File: src/windowed_watchdog_consts.vh
`ifndef WINDOWED_WATCHDOG_CONSTS_VH
`define WINDOWED_WATCHDOG_CONSTS_VH

// Register indices; the bus word address equals the index
`define WINDOWED_WATCHDOG_IDX_CTRL0      9'h18c
`define WINDOWED_WATCHDOG_IDX_CTRL1      9'h18d
`define WINDOWED_WATCHDOG_IDX_PSC_LOW    9'h18e
`define WINDOWED_WATCHDOG_IDX_PSC_HIGH   9'h18f
`define WINDOWED_WATCHDOG_IDX_TIMER      9'h190

// Field positions
`define WINDOWED_WATCHDOG_CTRL0_SEN_BIT  0
`define WINDOWED_WATCHDOG_CTRL0_PS_LSB   1
`define WINDOWED_WATCHDOG_CTRL1_WIN_LSB  0
`define WINDOWED_WATCHDOG_CTRL1_CS_LSB   4

// Reset values and special configuration codes
`define WINDOWED_WATCHDOG_PS_DEFAULT     5'h0b
`define WINDOWED_WATCHDOG_PS_CFG_SOFT    5'h1f
`define WINDOWED_WATCHDOG_PS_MAX         5'h12
`define WINDOWED_WATCHDOG_CS_DEFAULT     3'h0
`define WINDOWED_WATCHDOG_CS_CFG_SOFT    3'h7
`define WINDOWED_WATCHDOG_WIN_CFG_SOFT   3'h7
`define WINDOWED_WATCHDOG_WIN_FULL       3'h7
`define WINDOWED_WATCHDOG_SEN_DEFAULT    1'h0

// Clock select codes
`define WINDOWED_WATCHDOG_CS_LFINT       3'h0
`define WINDOWED_WATCHDOG_CS_MFINT       3'h1
`define WINDOWED_WATCHDOG_CS_EXT         3'h3

// Operating mode codes
`define WINDOWED_WATCHDOG_MODE_OFF       2'h0
`define WINDOWED_WATCHDOG_MODE_SOFT      2'h1
`define WINDOWED_WATCHDOG_MODE_NOSLEEP   2'h2
`define WINDOWED_WATCHDOG_MODE_ALWAYS    2'h3

// Avalon response codes
`define WINDOWED_WATCHDOG_RESP_OKAY      2'h0
`define WINDOWED_WATCHDOG_RESP_SLVERR    2'h2

`endif

File: src/windowed_watchdog_top.v
// Local design decision: the Avalon-MM interface to the registers.
`timescale 1ns/1ps
`include "windowed_watchdog_consts.vh"

module windowed_watchdog_top #(
  parameter PSC_WIDTH = 18,
  parameter TMR_WIDTH = 5
) (
  // Clock, reset, enable
  input  wire        CLK_SYS_IN,
  input  wire        RST_IN,
  input  wire        CE_IN,
  // Avalon-MM slave, word addressed
  input  wire [8:0]  AVS_ADDRESS_IN,
  input  wire        AVS_READ_IN,
  input  wire        AVS_WRITE_IN,
  input  wire [31:0] AVS_WRITEDATA_IN,
  input  wire [3:0]  AVS_BYTEENABLE_IN,
  output wire [31:0] AVS_READDATA_OUT,
  output wire        AVS_WAITREQUEST_OUT,
  output wire [1:0]  AVS_RESPONSE_OUT,
  // Configuration word bits, static
  input  wire [2:0]  WIN_CFG_IN,
  input  wire [4:0]  PER_CFG_IN,
  input  wire [2:0]  CLK_CFG_IN,
  input  wire [1:0]  MODE_CFG_IN,
  // Core events, same clock
  input  wire        CLEAR_CMD_IN,
  input  wire        SLEEP_IN,
  input  wire        OST_RUN_IN,
  input  wire        OSC_FAIL_IN,
  // Oscillator pins, asynchronous
  input  wire        LFINT_OSC_IN,
  input  wire        MFINT_OSC_IN,
  input  wire        EXT_OSC_IN,
  // Watchdog events
  output wire        RESET_REQ_OUT,
  output wire        WAKE_OUT,
  output wire        WIN_VIOL_CLR_OUT,
  output wire        WDT_RST_FLAG_OUT,
  output wire        EXPIRY_EVT_OUT,
  output wire        ENABLED_OUT
);

  localparam [PSC_WIDTH-1:0] PSC_ONE  = {{(PSC_WIDTH-1){1'b0}}, 1'b1};
  localparam [TMR_WIDTH-1:0] TMR_ONE  = {{(TMR_WIDTH-1){1'b0}}, 1'b1};
  localparam [TMR_WIDTH-1:0] TMR_LAST = {TMR_WIDTH{1'b1}};

  // Software visible state
  reg [4:0]           ps_reg;
  reg                 sen_reg;
  reg [2:0]           cs_reg;
  reg [2:0]           win_reg;
  reg                 armed_reg;
  reg [PSC_WIDTH-1:0] psc_reg;
  reg [TMR_WIDTH-1:0] tmr_reg;

  // Bus slave state
  reg [31:0]          rdata_reg;
  reg                 wait_reg;
  reg [1:0]           resp_reg;

  // Oscillator synchronisers and filtered levels
  reg [2:0]           osc_s1_reg;
  reg [2:0]           osc_s2_reg;
  reg [2:0]           osc_s3_reg;
  reg [2:0]           osc_filt_reg;
  reg [2:0]           osc_filt_next;

  // Event outputs and edge trackers
  reg                 rst_req_reg;
  reg                 wake_reg;
  reg                 viol_reg;
  reg                 rflag_reg;
  reg                 expiry_reg;
  reg                 en_reg;
  reg                 sleep_d_reg;

  // Bus decode
  wire req        = AVS_READ_IN | AVS_WRITE_IN;
  wire done       = req & ~wait_reg;
  wire wr_done    = done & AVS_WRITE_IN & AVS_BYTEENABLE_IN[0];
  wire hit_ctrl0  = AVS_ADDRESS_IN == `WINDOWED_WATCHDOG_IDX_CTRL0;
  wire hit_ctrl1  = AVS_ADDRESS_IN == `WINDOWED_WATCHDOG_IDX_CTRL1;
  wire hit_psl    = AVS_ADDRESS_IN == `WINDOWED_WATCHDOG_IDX_PSC_LOW;
  wire hit_psh    = AVS_ADDRESS_IN == `WINDOWED_WATCHDOG_IDX_PSC_HIGH;
  wire hit_tmr    = AVS_ADDRESS_IN == `WINDOWED_WATCHDOG_IDX_TIMER;
  wire mapped     = hit_ctrl0 | hit_ctrl1 | hit_psl | hit_psh | hit_tmr;
  wire wr_ctrl0   = wr_done & hit_ctrl0;
  wire wr_ctrl1   = wr_done & hit_ctrl1;
  wire arm_read   = done & AVS_READ_IN & hit_ctrl0;

  // Write locks taken from the configuration bits
  wire ps_soft    = PER_CFG_IN == `WINDOWED_WATCHDOG_PS_CFG_SOFT;
  wire cs_soft    = CLK_CFG_IN == `WINDOWED_WATCHDOG_CS_CFG_SOFT;
  wire win_soft   = WIN_CFG_IN == `WINDOWED_WATCHDOG_WIN_CFG_SOFT;

  // Effective window: field only when the configuration leaves it free
  wire [2:0] win_eff = win_soft ? win_reg : WIN_CFG_IN;
  wire       windowed = win_eff != `WINDOWED_WATCHDOG_WIN_FULL;

  // Closed while timer bits 7:3 sit below four times (7 - code)
  wire [2:0] win_gap   = `WINDOWED_WATCHDOG_WIN_FULL - win_eff;
  wire [4:0] win_limit = {win_gap, 2'b00};
  wire       win_open  = ~windowed | (tmr_reg >= win_limit);

  // Enable by operating mode; sleep only matters in mode 10
  reg        enabled;
  always @* begin
    case (MODE_CFG_IN)
      `WINDOWED_WATCHDOG_MODE_ALWAYS:  enabled = 1'b1;
      `WINDOWED_WATCHDOG_MODE_NOSLEEP: enabled = ~SLEEP_IN;
      `WINDOWED_WATCHDOG_MODE_SOFT:    enabled = sen_reg;
      default:            enabled = 1'b0;
    endcase
  end

  // Clear command outcome; in windowed mode, unarmed or closed window is a violation
  wire clr_viol  = CLEAR_CMD_IN & windowed &
                   (~armed_reg | ~win_open);
  wire clr_valid = CLEAR_CMD_IN & ~clr_viol;

  // Sleep edges; waking by any cause clears the counter
  wire sleep_enter = SLEEP_IN & ~sleep_d_reg;
  wire sleep_exit  = ~SLEEP_IN & sleep_d_reg;

  // Every condition besides reset that holds the counters at zero
  wire cnt_clear = clr_valid | sleep_enter | sleep_exit |
                   ~enabled | OST_RUN_IN | OSC_FAIL_IN |
                   wr_ctrl0 | wr_ctrl1;

  // Oscillator pins pass three flops; a level counts once s2 and s3 agree
  always @* begin
    osc_filt_next = osc_filt_reg;
    if (osc_s2_reg[0] == osc_s3_reg[0]) osc_filt_next[0] = osc_s3_reg[0];
    if (osc_s2_reg[1] == osc_s3_reg[1]) osc_filt_next[1] = osc_s3_reg[1];
    if (osc_s2_reg[2] == osc_s3_reg[2]) osc_filt_next[2] = osc_s3_reg[2];
  end

  wire [2:0] osc_rise = osc_filt_next & ~osc_filt_reg;

  // Selected counting clock; reserved codes give no ticks
  reg osc_tick;
  always @* begin
    case (cs_reg)
      `WINDOWED_WATCHDOG_CS_LFINT: osc_tick = osc_rise[0];
      `WINDOWED_WATCHDOG_CS_MFINT: osc_tick = osc_rise[1];
      `WINDOWED_WATCHDOG_CS_EXT:   osc_tick = osc_rise[2];
      default:        osc_tick = 1'b0;
    endcase
  end

  // Prescale code: timer steps every 2^code ticks, 32 steps a period
  wire [4:0] ps_eff = (ps_reg > `WINDOWED_WATCHDOG_PS_MAX) ? 5'h00 : ps_reg;
  wire [PSC_WIDTH-1:0] psc_mask = (PSC_ONE << ps_eff) - PSC_ONE;
  wire psc_wrap  = (psc_reg & psc_mask) == psc_mask;
  wire tmr_step  = osc_tick & psc_wrap;
  wire time_out  = tmr_step & (tmr_reg == TMR_LAST);

  // Synchronisers; the first stage feeds only the second
  always @(posedge CLK_SYS_IN) begin
    if (RST_IN) begin
      osc_s1_reg   <= 3'h0;
      osc_s2_reg   <= 3'h0;
      osc_s3_reg   <= 3'h0;
      osc_filt_reg <= 3'h0;
    end else if (CE_IN) begin
      osc_s1_reg   <= {EXT_OSC_IN, MFINT_OSC_IN, LFINT_OSC_IN};
      osc_s2_reg   <= osc_s1_reg;
      osc_s3_reg   <= osc_s2_reg;
      osc_filt_reg <= osc_filt_next;
    end
  end

  // Prescaler and window counter; reset clears both
  always @(posedge CLK_SYS_IN) begin
    if (RST_IN) begin
      psc_reg <= {PSC_WIDTH{1'b0}};
      tmr_reg <= {TMR_WIDTH{1'b0}};
    end else if (CE_IN) begin
      if (cnt_clear) begin
        psc_reg <= {PSC_WIDTH{1'b0}};
        tmr_reg <= {TMR_WIDTH{1'b0}};
      end else if (osc_tick) begin
        if (psc_wrap) begin
          psc_reg <= {PSC_WIDTH{1'b0}};
          tmr_reg <= tmr_reg + TMR_ONE;                  // Wraps at time-out
        end else begin
          psc_reg <= psc_reg + PSC_ONE;
        end
      end
    end
  end

  // Arming: read of control zero sets, a good clear drops it.
  // The read wins if both land in one cycle so software keeps its arm.
  always @(posedge CLK_SYS_IN) begin
    if (RST_IN) begin
      armed_reg <= 1'b0;
    end else if (CE_IN) begin
      if (arm_read) begin
        armed_reg <= 1'b1;
      end else if (clr_valid) begin
        armed_reg <= 1'b0;
      end
    end
  end

  // Control fields; reset values follow the configuration word, except the soft enable
  always @(posedge CLK_SYS_IN) begin
    if (RST_IN) begin
      ps_reg  <= ps_soft ? `WINDOWED_WATCHDOG_PS_DEFAULT : PER_CFG_IN;
      cs_reg  <= cs_soft ? `WINDOWED_WATCHDOG_CS_DEFAULT : CLK_CFG_IN;
      win_reg <= WIN_CFG_IN;
      sen_reg <= `WINDOWED_WATCHDOG_SEN_DEFAULT;
    end else if (CE_IN) begin
      if (wr_ctrl0) begin
        sen_reg <= AVS_WRITEDATA_IN[`WINDOWED_WATCHDOG_CTRL0_SEN_BIT];
        if (ps_soft) begin
          ps_reg <= AVS_WRITEDATA_IN[`WINDOWED_WATCHDOG_CTRL0_PS_LSB +: 5];
        end
      end
      if (wr_ctrl1) begin
        if (cs_soft) begin
          cs_reg <= AVS_WRITEDATA_IN[`WINDOWED_WATCHDOG_CTRL1_CS_LSB +: 3];
        end
        if (win_soft) begin
          win_reg <= AVS_WRITEDATA_IN[`WINDOWED_WATCHDOG_CTRL1_WIN_LSB +: 3];
        end
      end
    end
  end

  // Read mux; locked fields read back their effective value
  reg [7:0] rd_byte;
  always @* begin
    rd_byte = 8'h00;
    if (hit_ctrl0) begin
      rd_byte = {2'b00, ps_reg, sen_reg};
    end else if (hit_ctrl1) begin
      rd_byte = {1'b0, cs_reg, 1'b0, win_reg};
    end else if (hit_psl) begin
      rd_byte = psc_reg[7:0];
    end else if (hit_psh) begin
      rd_byte = psc_reg[15:8];
    end else if (hit_tmr) begin
      rd_byte = {tmr_reg, armed_reg, psc_reg[17:16]};
    end
  end

  // One wait state: data is latched, then waitrequest drops for a cycle
  always @(posedge CLK_SYS_IN) begin
    if (RST_IN) begin
      wait_reg  <= 1'b1;
      rdata_reg <= 32'h0000_0000;
      resp_reg  <= `WINDOWED_WATCHDOG_RESP_OKAY;
    end else if (CE_IN) begin
      if (req & wait_reg) begin
        wait_reg  <= 1'b0;
        rdata_reg <= {24'h00_0000, rd_byte};
        resp_reg  <= mapped ? `WINDOWED_WATCHDOG_RESP_OKAY : `WINDOWED_WATCHDOG_RESP_SLVERR;
      end else begin
        wait_reg  <= 1'b1;
      end
    end
  end

  // Watchdog events; outputs other than the enable level are single-cycle pulses from flops
  always @(posedge CLK_SYS_IN) begin
    if (RST_IN) begin
      rst_req_reg <= 1'b0;
      wake_reg    <= 1'b0;
      viol_reg    <= 1'b0;
      rflag_reg   <= 1'b0;
      expiry_reg  <= 1'b0;
      en_reg      <= 1'b0;
      sleep_d_reg <= 1'b0;
    end else if (CE_IN) begin
      sleep_d_reg <= SLEEP_IN;
      en_reg      <= enabled;
      // A violation resets and tells the cause logic to clear its flag
      viol_reg    <= clr_viol;
      // Time-out asleep wakes the core; awake it resets
      wake_reg    <= time_out & ~cnt_clear & SLEEP_IN;
      rst_req_reg <= clr_viol |
                     (time_out & ~cnt_clear & ~SLEEP_IN);
      rflag_reg   <= time_out & ~cnt_clear & ~SLEEP_IN;
      expiry_reg  <= time_out & ~cnt_clear;
    end
  end

  // Output drive, all straight from flops
  assign AVS_READDATA_OUT    = rdata_reg;
  assign AVS_WAITREQUEST_OUT = wait_reg;
  assign AVS_RESPONSE_OUT    = resp_reg;
  assign RESET_REQ_OUT       = rst_req_reg;
  assign WAKE_OUT            = wake_reg;
  assign WIN_VIOL_CLR_OUT    = viol_reg;
  assign WDT_RST_FLAG_OUT    = rflag_reg;
  assign EXPIRY_EVT_OUT      = expiry_reg;
  assign ENABLED_OUT         = en_reg;

endmodule // windowed_watchdog_top

File: config.mk
export PLATFORM = sky130hd
export DESIGN_NAME = windowed_watchdog_top
export DESIGN_NICKNAME = d
export VERILOG_FILES = /design/src/windowed_watchdog_top.v
export VERILOG_INCLUDE_DIRS = /design/src
export SDC_FILE = /design/constraint.sdc
export NUM_CORES = 1
export LEC_CHECK = 0
export BUFFER_PORTS_ARGS = -buffer_cell sky130_fd_sc_hd__buf_2
export CAP_MARGIN = 20
export CELL_PAD_IN_SITES_DETAIL_PLACEMENT = 0
export CELL_PAD_IN_SITES_GLOBAL_PLACEMENT = 2
export CORE_MARGIN = 3
export CORE_UTILIZATION = 26
export DETAILED_ROUTE_END_ITERATION = 8
export PLACE_DENSITY_LB_ADDON = 0.12
export SLEW_MARGIN = 15
export SYNTH_ARGS = -nofsm -noshare
export SYNTH_HDL_FRONTEND = slang
export SYNTH_SLANG_ARGS = --single-unit
File: constraint.sdc
create_clock -name CLK_SYS_IN -period 10.93 [get_ports CLK_SYS_IN]
set_clock_uncertainty 0.15 [all_clocks]
set_input_delay 1.093 -clock CLK_SYS_IN [delete_from_list [all_inputs] [get_ports CLK_SYS_IN]]
set_output_delay 1.093 -clock CLK_SYS_IN [all_outputs]
set_load 0.02 [all_outputs]
==> results of run 1 <==
## worst max-delay path, stage by stage, from the launching register on
cell      delay [ns]
edfxtp_1        0.65
or4_4           0.64
o21a_1          0.19
ha_1            0.36
inv_1           0.21
o32ai_1         0.10
or4b_1          0.49
a311oi_2        0.29
nand4_2         0.31
a22oi_1         0.23
buf_4           0.28
a2bb2o_1        0.30
## layout make-up
cell class / count / area [um2]
Clock buffer: 9 / 225
Timing Repair Buffer: 61 / 315
Tap cell: 184 / 230
Fill cell: 1625 / 10100
Clock inverter: 7 / 77.6
Multi-Input combinational cell: 376 / 2290
Inverter: 18 / 67.6
Sequential cell: 65 / 1410
## through the flow
step,instances,setup slack (ns)
2_1_floorplan,514,7.28
3_3_place_gp,704,6.59
3_5_place_dp,704,6.59
4_1_cts,720,6.59
5_1_grt,720,6.34
6_report,720,6.59
## cells in the final DEF (no fill, tap or decap), types with 4 or more instances in the layout
cell type	n
nor2b_1	6
nand2_1	50
buf_2	57
nand3_1	14
or4_1	4
xnor2_1	13
a31oi_1	6
a22oi_1	4
or2_2	4
o21ai_0	20
nor2_1	55
dfxtp_1	54
a21o_1	4
inv_1	18
or3_1	7
nor4_1	9
nand4_1	5
a21oi_1	30
buf_4	4
edfxtp_1	11
conb_1	25
ha_1	8
clkbuf_16	9
mux2i_1	24
nor3_1	13
nor4b_1	7
and3_1	9
## power breakdown
part           switching [mW]  leakage, nW  total [mW]  internal [mW]
clock                   0.118        0.143       0.297          0.178
combinational          0.0475         1.17      0.0764         0.0289
sequential             0.0133        0.544       0.264          0.251
## kinds of logic after synthesis
| logic type | share of synthesized area [%] |
|---|---|
| fa+ha+maj | 2.51 |
| compound gates | 17.5 |
| flops | 35.4 |
| simple gates | 25.4 |
| buf+inv | 9.33 |
| xor+xnor | 3.08 |
| mux | 6.60 |
| other cells | 0.0942 |
## metal layers
metal  GRT usage, %  up-vias  wire (um)
li1               -     1789          -
met4           3.42        0        123
met5              0        -          0
met1           21.2     1657       6030
met3           4.09       12        605
met2           21.3       96       5160
## worst paths after layout
kind | from | end | slack (ns)
setup / recovery | ps_reg[3] | tmr_reg[0] | 6.59
hold / removal | AVS_READDATA_OUT[2] | AVS_READDATA_OUT[2] | 0.30
setup reg to reg | ps_reg[3] | tmr_reg[0] | 6.59
hold reg to reg | AVS_READDATA_OUT[2] | AVS_READDATA_OUT[2] | 0.30
==> metrics.md, run 1 <==
| Metric | Value |
|---|---|
| Status | `completed` |
| Most common cell in the netlist | `nor2_1` |
| Htree depth | `3` |
| Setup TNS | `0 ns` |
| Clk slew on worst S/H paths | `~0.060 ns` |
| Global-route usage over all layers | `14.6%` |
| Endpoints failing setup | `0` |
| Synth area leaders | `dfxtp_1, edfxtp_1, mux2i_1` |
| Sequential-to-total area share from yosys stat | `35.4%` |
| CP Launch Type | `flip-flop` |
| CTS Buf Count | `9` |
| Top_reg_cell synth | `dfxtp_1` |
| Synth warn | `0` |
| Initial DRC Count | `165` |
| Worst VDD drop | `between 0.08 and 0.09 mV` |
| Vias/cell | `4.94` |
| Worst EP required | `11.01 ns` |
| Placed inst area | `0.00432 mm2` |
| Synth-to-Final Area Change | `16.1%` |
| Final hold slack | `roughly 0.30 ns` |
| Setup crit end kind | `flip-flop` |
| Avg Cell Area, Syn | `8.13 um2` |
| Setup Crit Path Kind | `flip-flop to flip-flop` |
| Post-Syn Instances | `490` |
| IO Count | `111` |
| Final hold viol count | `0` |
| Slew margin rel. | `51.9%` |
| Layout cells sized above 1 | `~17%` |
| Max reg flops | `18` |
| Total power | `0.637 mW` |
| Final worst path period need | `4.34 ns` |
| Synth cell types | `68` |
| # hold bufs at CTS | `0` |
| Max-slew violation count | `0` |
| Antenna violations before repair | `0` |
| CTS tree | `yes` |
| # resized after CTS | `0` |
| Vias in the first global route | `3489` |
| Max Cap Violations | `0` |
| Setup Fix Bufs, Post-CTS | `0` |
| Post-DP HPWL | `8910 um` |
| DRC viols | `0` |
| # port buffers | `57` |
| Num rows | `44` |
| DR pass1 iterations | `4` |
| DIE WIDTH | `between 100 and 150 um` |
| Yosys reg bits | `65` |
| Starting Density | `27.0%` |
| Die Span Y | `130 um` |
| Antenna diodes | `0` |
| Worst-Margin Slew | `0.721 ns` |
| Via count | `3554` |
| Clk_lat worst skew | `between 0.3 and 0.4 ns` |
| DRT antenna net count | `0` |
| Placeable Area | `roughly 0.015 mm2` |
| Cell taking the most area after synthesis | `dfxtp_1` |
| Post-route cell area | `0.00462 mm2` |
| CP arrival | `4.42 ns` |
| Largest net degree at the start of global routing | `55` |
| Avg WL per Cell | `16.5 um` |
| Ys async rst share | `0%` |
| Finished Core Util | `between 30 and 40%` |
| CTS root buffer | `clkbuf_16` |
| CP max FO | `20` |
| RSZ-0062 raised after global routing | `false` |
| Global-route wire length before repair | `roughly 19000 um` |
| GRT Residual Overflow | `0` |
| Tcrit/Tclk final | `around two fifths` |
| Lkg Pwr | `1.85 nW` |
| Fin nets | `around 610` |
| EDFF count, synth | `11` |
| CTS max path bufs | `2` |
| Synth top area share | `a little over a quarter` |
| Total Die Area | `0.0168 mm2` |
| Power Density | `~140 mW/mm2` |
| Most common library cells after synthesis | `nor2_1, dfxtp_1, nand2_1` |
| Worst min-delay path category | `flip-flop to flip-flop` |
| Worst hold path depth | `2` |
| Max Fclk | `230 MHz` |
| Synthesized area | `0.00398 mm2` |
| Routability cong. | `0.746` |
| # clock sinks | `65` |
| Drt total wl | `11900 um` |
| R2R cell count | `11` |
No activity file was read; power rests on OpenSTA's default activity.
==> run 2: changes to the inputs <==
clock period = 4.3 ns   (was 10.93 ns; I/O delays follow)
==> run 2 against run 1 <==
Combinational power rose to 2.8 times the previous value. Design area rose by 0.97%. Non-clock buffer count rose by 8. Worst setup slack got worse by 6.3 ns. Critical path type unchanged. Register-to-register slack got worse by 6.3 ns. Final cell count rose by 1.1%. Worst hold slack got worse by 0.12 ns. Die area did not move. Largest cell class unchanged. Highest routed layer unchanged. Power rose to 2.5 times the previous value. Sequential share of layout area fell by 0.29 points. Clock power rose by 140%.
==> metrics.md, run 2 (synthesized netlist as in run 1, its figures left out) <==
| Metric | Value |
|---|---|
| Placed inst area | `0.00438 mm2` |
| CTS max path bufs | `2` |
| # hold bufs at CTS | `0` |
| Vias in the first global route | `3478` |
| Clk slew on worst S/H paths | `about 0.060 ns` |
| DR pass1 iterations | `4` |
| Non-filler cells, final | `about 730` |
| # port buffers | `57` |
| Total Die Area | `0.0168 mm2` |
| Comb pwr share | `a little over an eighth` |
| Switching share of power | `between 20 and 30%` |
| Avg WL per Cell | `16.5 um` |
| Sw power | `0.436 mW` |
| Most frequent cells in the layout | `buf_2, nor2_1, dfxtp_1, nand2_1, a21oi_1` |
| Vias/cell | `4.98` |
| Max Cap Violations | `0` |
| Tcrit/Tclk final | `93.0%` |
| Post-DP HPWL | `9070 um` |
| CP max FO | `13` |
| Setup Crit Path Kind | `flip-flop to flip-flop` |
| DRC viols | `0` |
| Number of fill cells | `around 1.6k` |
| Clk_lat worst skew | `0.34 ns` |
| Status | `completed` |
| Layout cells sized above 1 | `17.6%` |
| Worst min-delay path category | `primary input to flip-flop` |
| Int Power | `~1.2 mW` |
| Worst VDD drop | `0.166 mV` |
| # clock sinks | `65` |
| DRT antenna net count | `0` |
| CTS tree | `yes` |
| Commonest non-fill, non-tap cell in the layout | `buf_2` |
| R2R Path End | `RESET_REQ_OUT` |
| Max reg flops | `18` |
| Antenna diodes | `0` |
| Post-route cell area | `0.00467 mm2` |
| Max incr delay on CP | `0.64 ns` |
| Worst-Margin Slew | `0.753 ns` |
| R2R cell count | `11` |
| Worst setup path end | `RESET_REQ_OUT` |
| Num rows | `44` |
| Setup TNS | `0 ns` |
| Synth-to-Final Area Change | `17.2%` |
| Power Density | `343 mW/mm2` |
| DIE WIDTH | `~130 um` |
| Slowest stage cell, crit path | `or4_1` |
| Sequential power share | `41.2%` |
| Final hold viol count | `0` |
| Routability cong. | `0.772` |
| Flop-to-flop setup slack | `~0.30 ns` |
| Worst path cell trace | `a211o_1 -> nand2_1 -> o21a_1 -> ha_1 -> nor2_1 -> nor4b_1 -> or4b_1 -> a311oi_2 -> nand4_2 -> or4_1 -> a31oi_1` |
| Total power | `1.60 mW` |
| # resized after CTS | `0` |
| Final worst path period need | `around 4 ns` |
| RSZ-0062 raised after global routing | `false` |
| Lkg Pwr | `1.88 nW` |
| Slew margin rel. | `49.3%` |
| Setup crit end kind | `flip-flop` |
| Fin nets | `617` |
| Clk pwr share | `a little under half` |
| IO Count | `111` |
| Largest net degree at the start of global routing | `55` |
| Htree depth | `3` |
| Global-route usage over all layers | `14.7%` |
| CTS Buf Count | `9` |
| Final hold slack | `0.185 ns` |
| GRT Residual Overflow | `0` |
| CP Launch Type | `flip-flop` |
| Worst EP required | `around 4.4 ns` |
| Via count | `3624` |
| Max Fclk | `between 200 and 300 MHz` |
| Initial DRC Count | `249` |
| Global-route wire length before repair | `19000 um` |
| CTS root buffer | `clkbuf_16` |
| Placed instance count | `712` |
| Endpoints failing setup | `0` |
| Max-slew violation count | `0` |
| Drt total wl | `12000 um` |
| CP arrival | `approximately 4.1 ns` |
| Starting Density | `27.0%` |
| Antenna violations before repair | `0` |
| Die Span Y | `between 100 and 150 um` |
| Setup Fix Bufs, Post-CTS | `0` |
| Placeable Area | `~0.015 mm2` |
| Crit path launch | `ps_reg[2]` |
| R2R Path Start | `ps_reg[2]` |
## run 2: worst min-delay path by stage
stage	startpoint	endpoint	slack [ns]	cells after the start
finish	MFINT_OSC_IN	osc_s1_reg[1]	0.18	3
global route	AVS_WRITEDATA_IN[0]	sen_reg	0.20	3
CTS	EXT_OSC_IN	osc_s1_reg[2]	0.17	3
detailed placement	AVS_READDATA_OUT[4]	AVS_READDATA_OUT[4]	0.30	2
global placement	AVS_READDATA_OUT[4]	AVS_READDATA_OUT[4]	0.30	2
floorplan	osc_s3_reg[1]	osc_filt_reg[1]	0.29	2
## run 2: cell type report
| class | count | area [um2] | share of cell area, % |
|---|---|---|---|
| clock buffer | 10 | 229 | 4.91 |
| clock inverter | 6 | 58.8 | 1.26 |
| inverter | 18 | 67.6 | 1.45 |
| multi-input combinational | 376 | 2290 | 49.2 |
| sequential | 65 | 1410 | 30.2 |
| tap | 184 | 230 | 4.93 |
| timing repair buffer | 69 | 375 | 8.05 |
## run 2: worst max-delay path, delay by kind of cell, from the launching register on
| kind | cells | cell delay (ns) |
|---|---|---|
| flip-flops | 1 | 0.47 |
| adder cells (fa/ha/maj) | 1 | 0.44 |
| AO/OA/AOI/OAI | 4 | 1.00 |
| AND/OR/NAND/NOR | 6 | 1.85 |
## run 2: through the flow
stage	util (%)	setup WS [ns]
final	31.6	0.301
after detailed placement	29.7	0.328
after global placement	29.7	0.401
after CTS	31.6	0.294
after global routing	31.6	0.0843
after floorplan	-	0.673
## run 2: power groups by stage
stage          clock (mW)  sequential (mW)  combinational (mW)
6_report            0.723            0.659               0.217
5_1_grt             0.775            0.661               0.244
4_1_cts             0.744            0.659               0.219
3_5_place_dp            0            0.672               0.218
3_3_place_gp            0            0.671               0.218
2_1_floorplan           0            0.665               0.165
## run 2: routing by layer
metal | share of wire [%] | wire length [um] | GRT usage (%)
met1 | 51 | 6130 | 21.6
met2 | 44 | 5280 | 21.6
met3 | 3.9 | 462 | 3.48
met4 | 0.90 | 108 | 4.03
met5 | 0 | 0 | 0
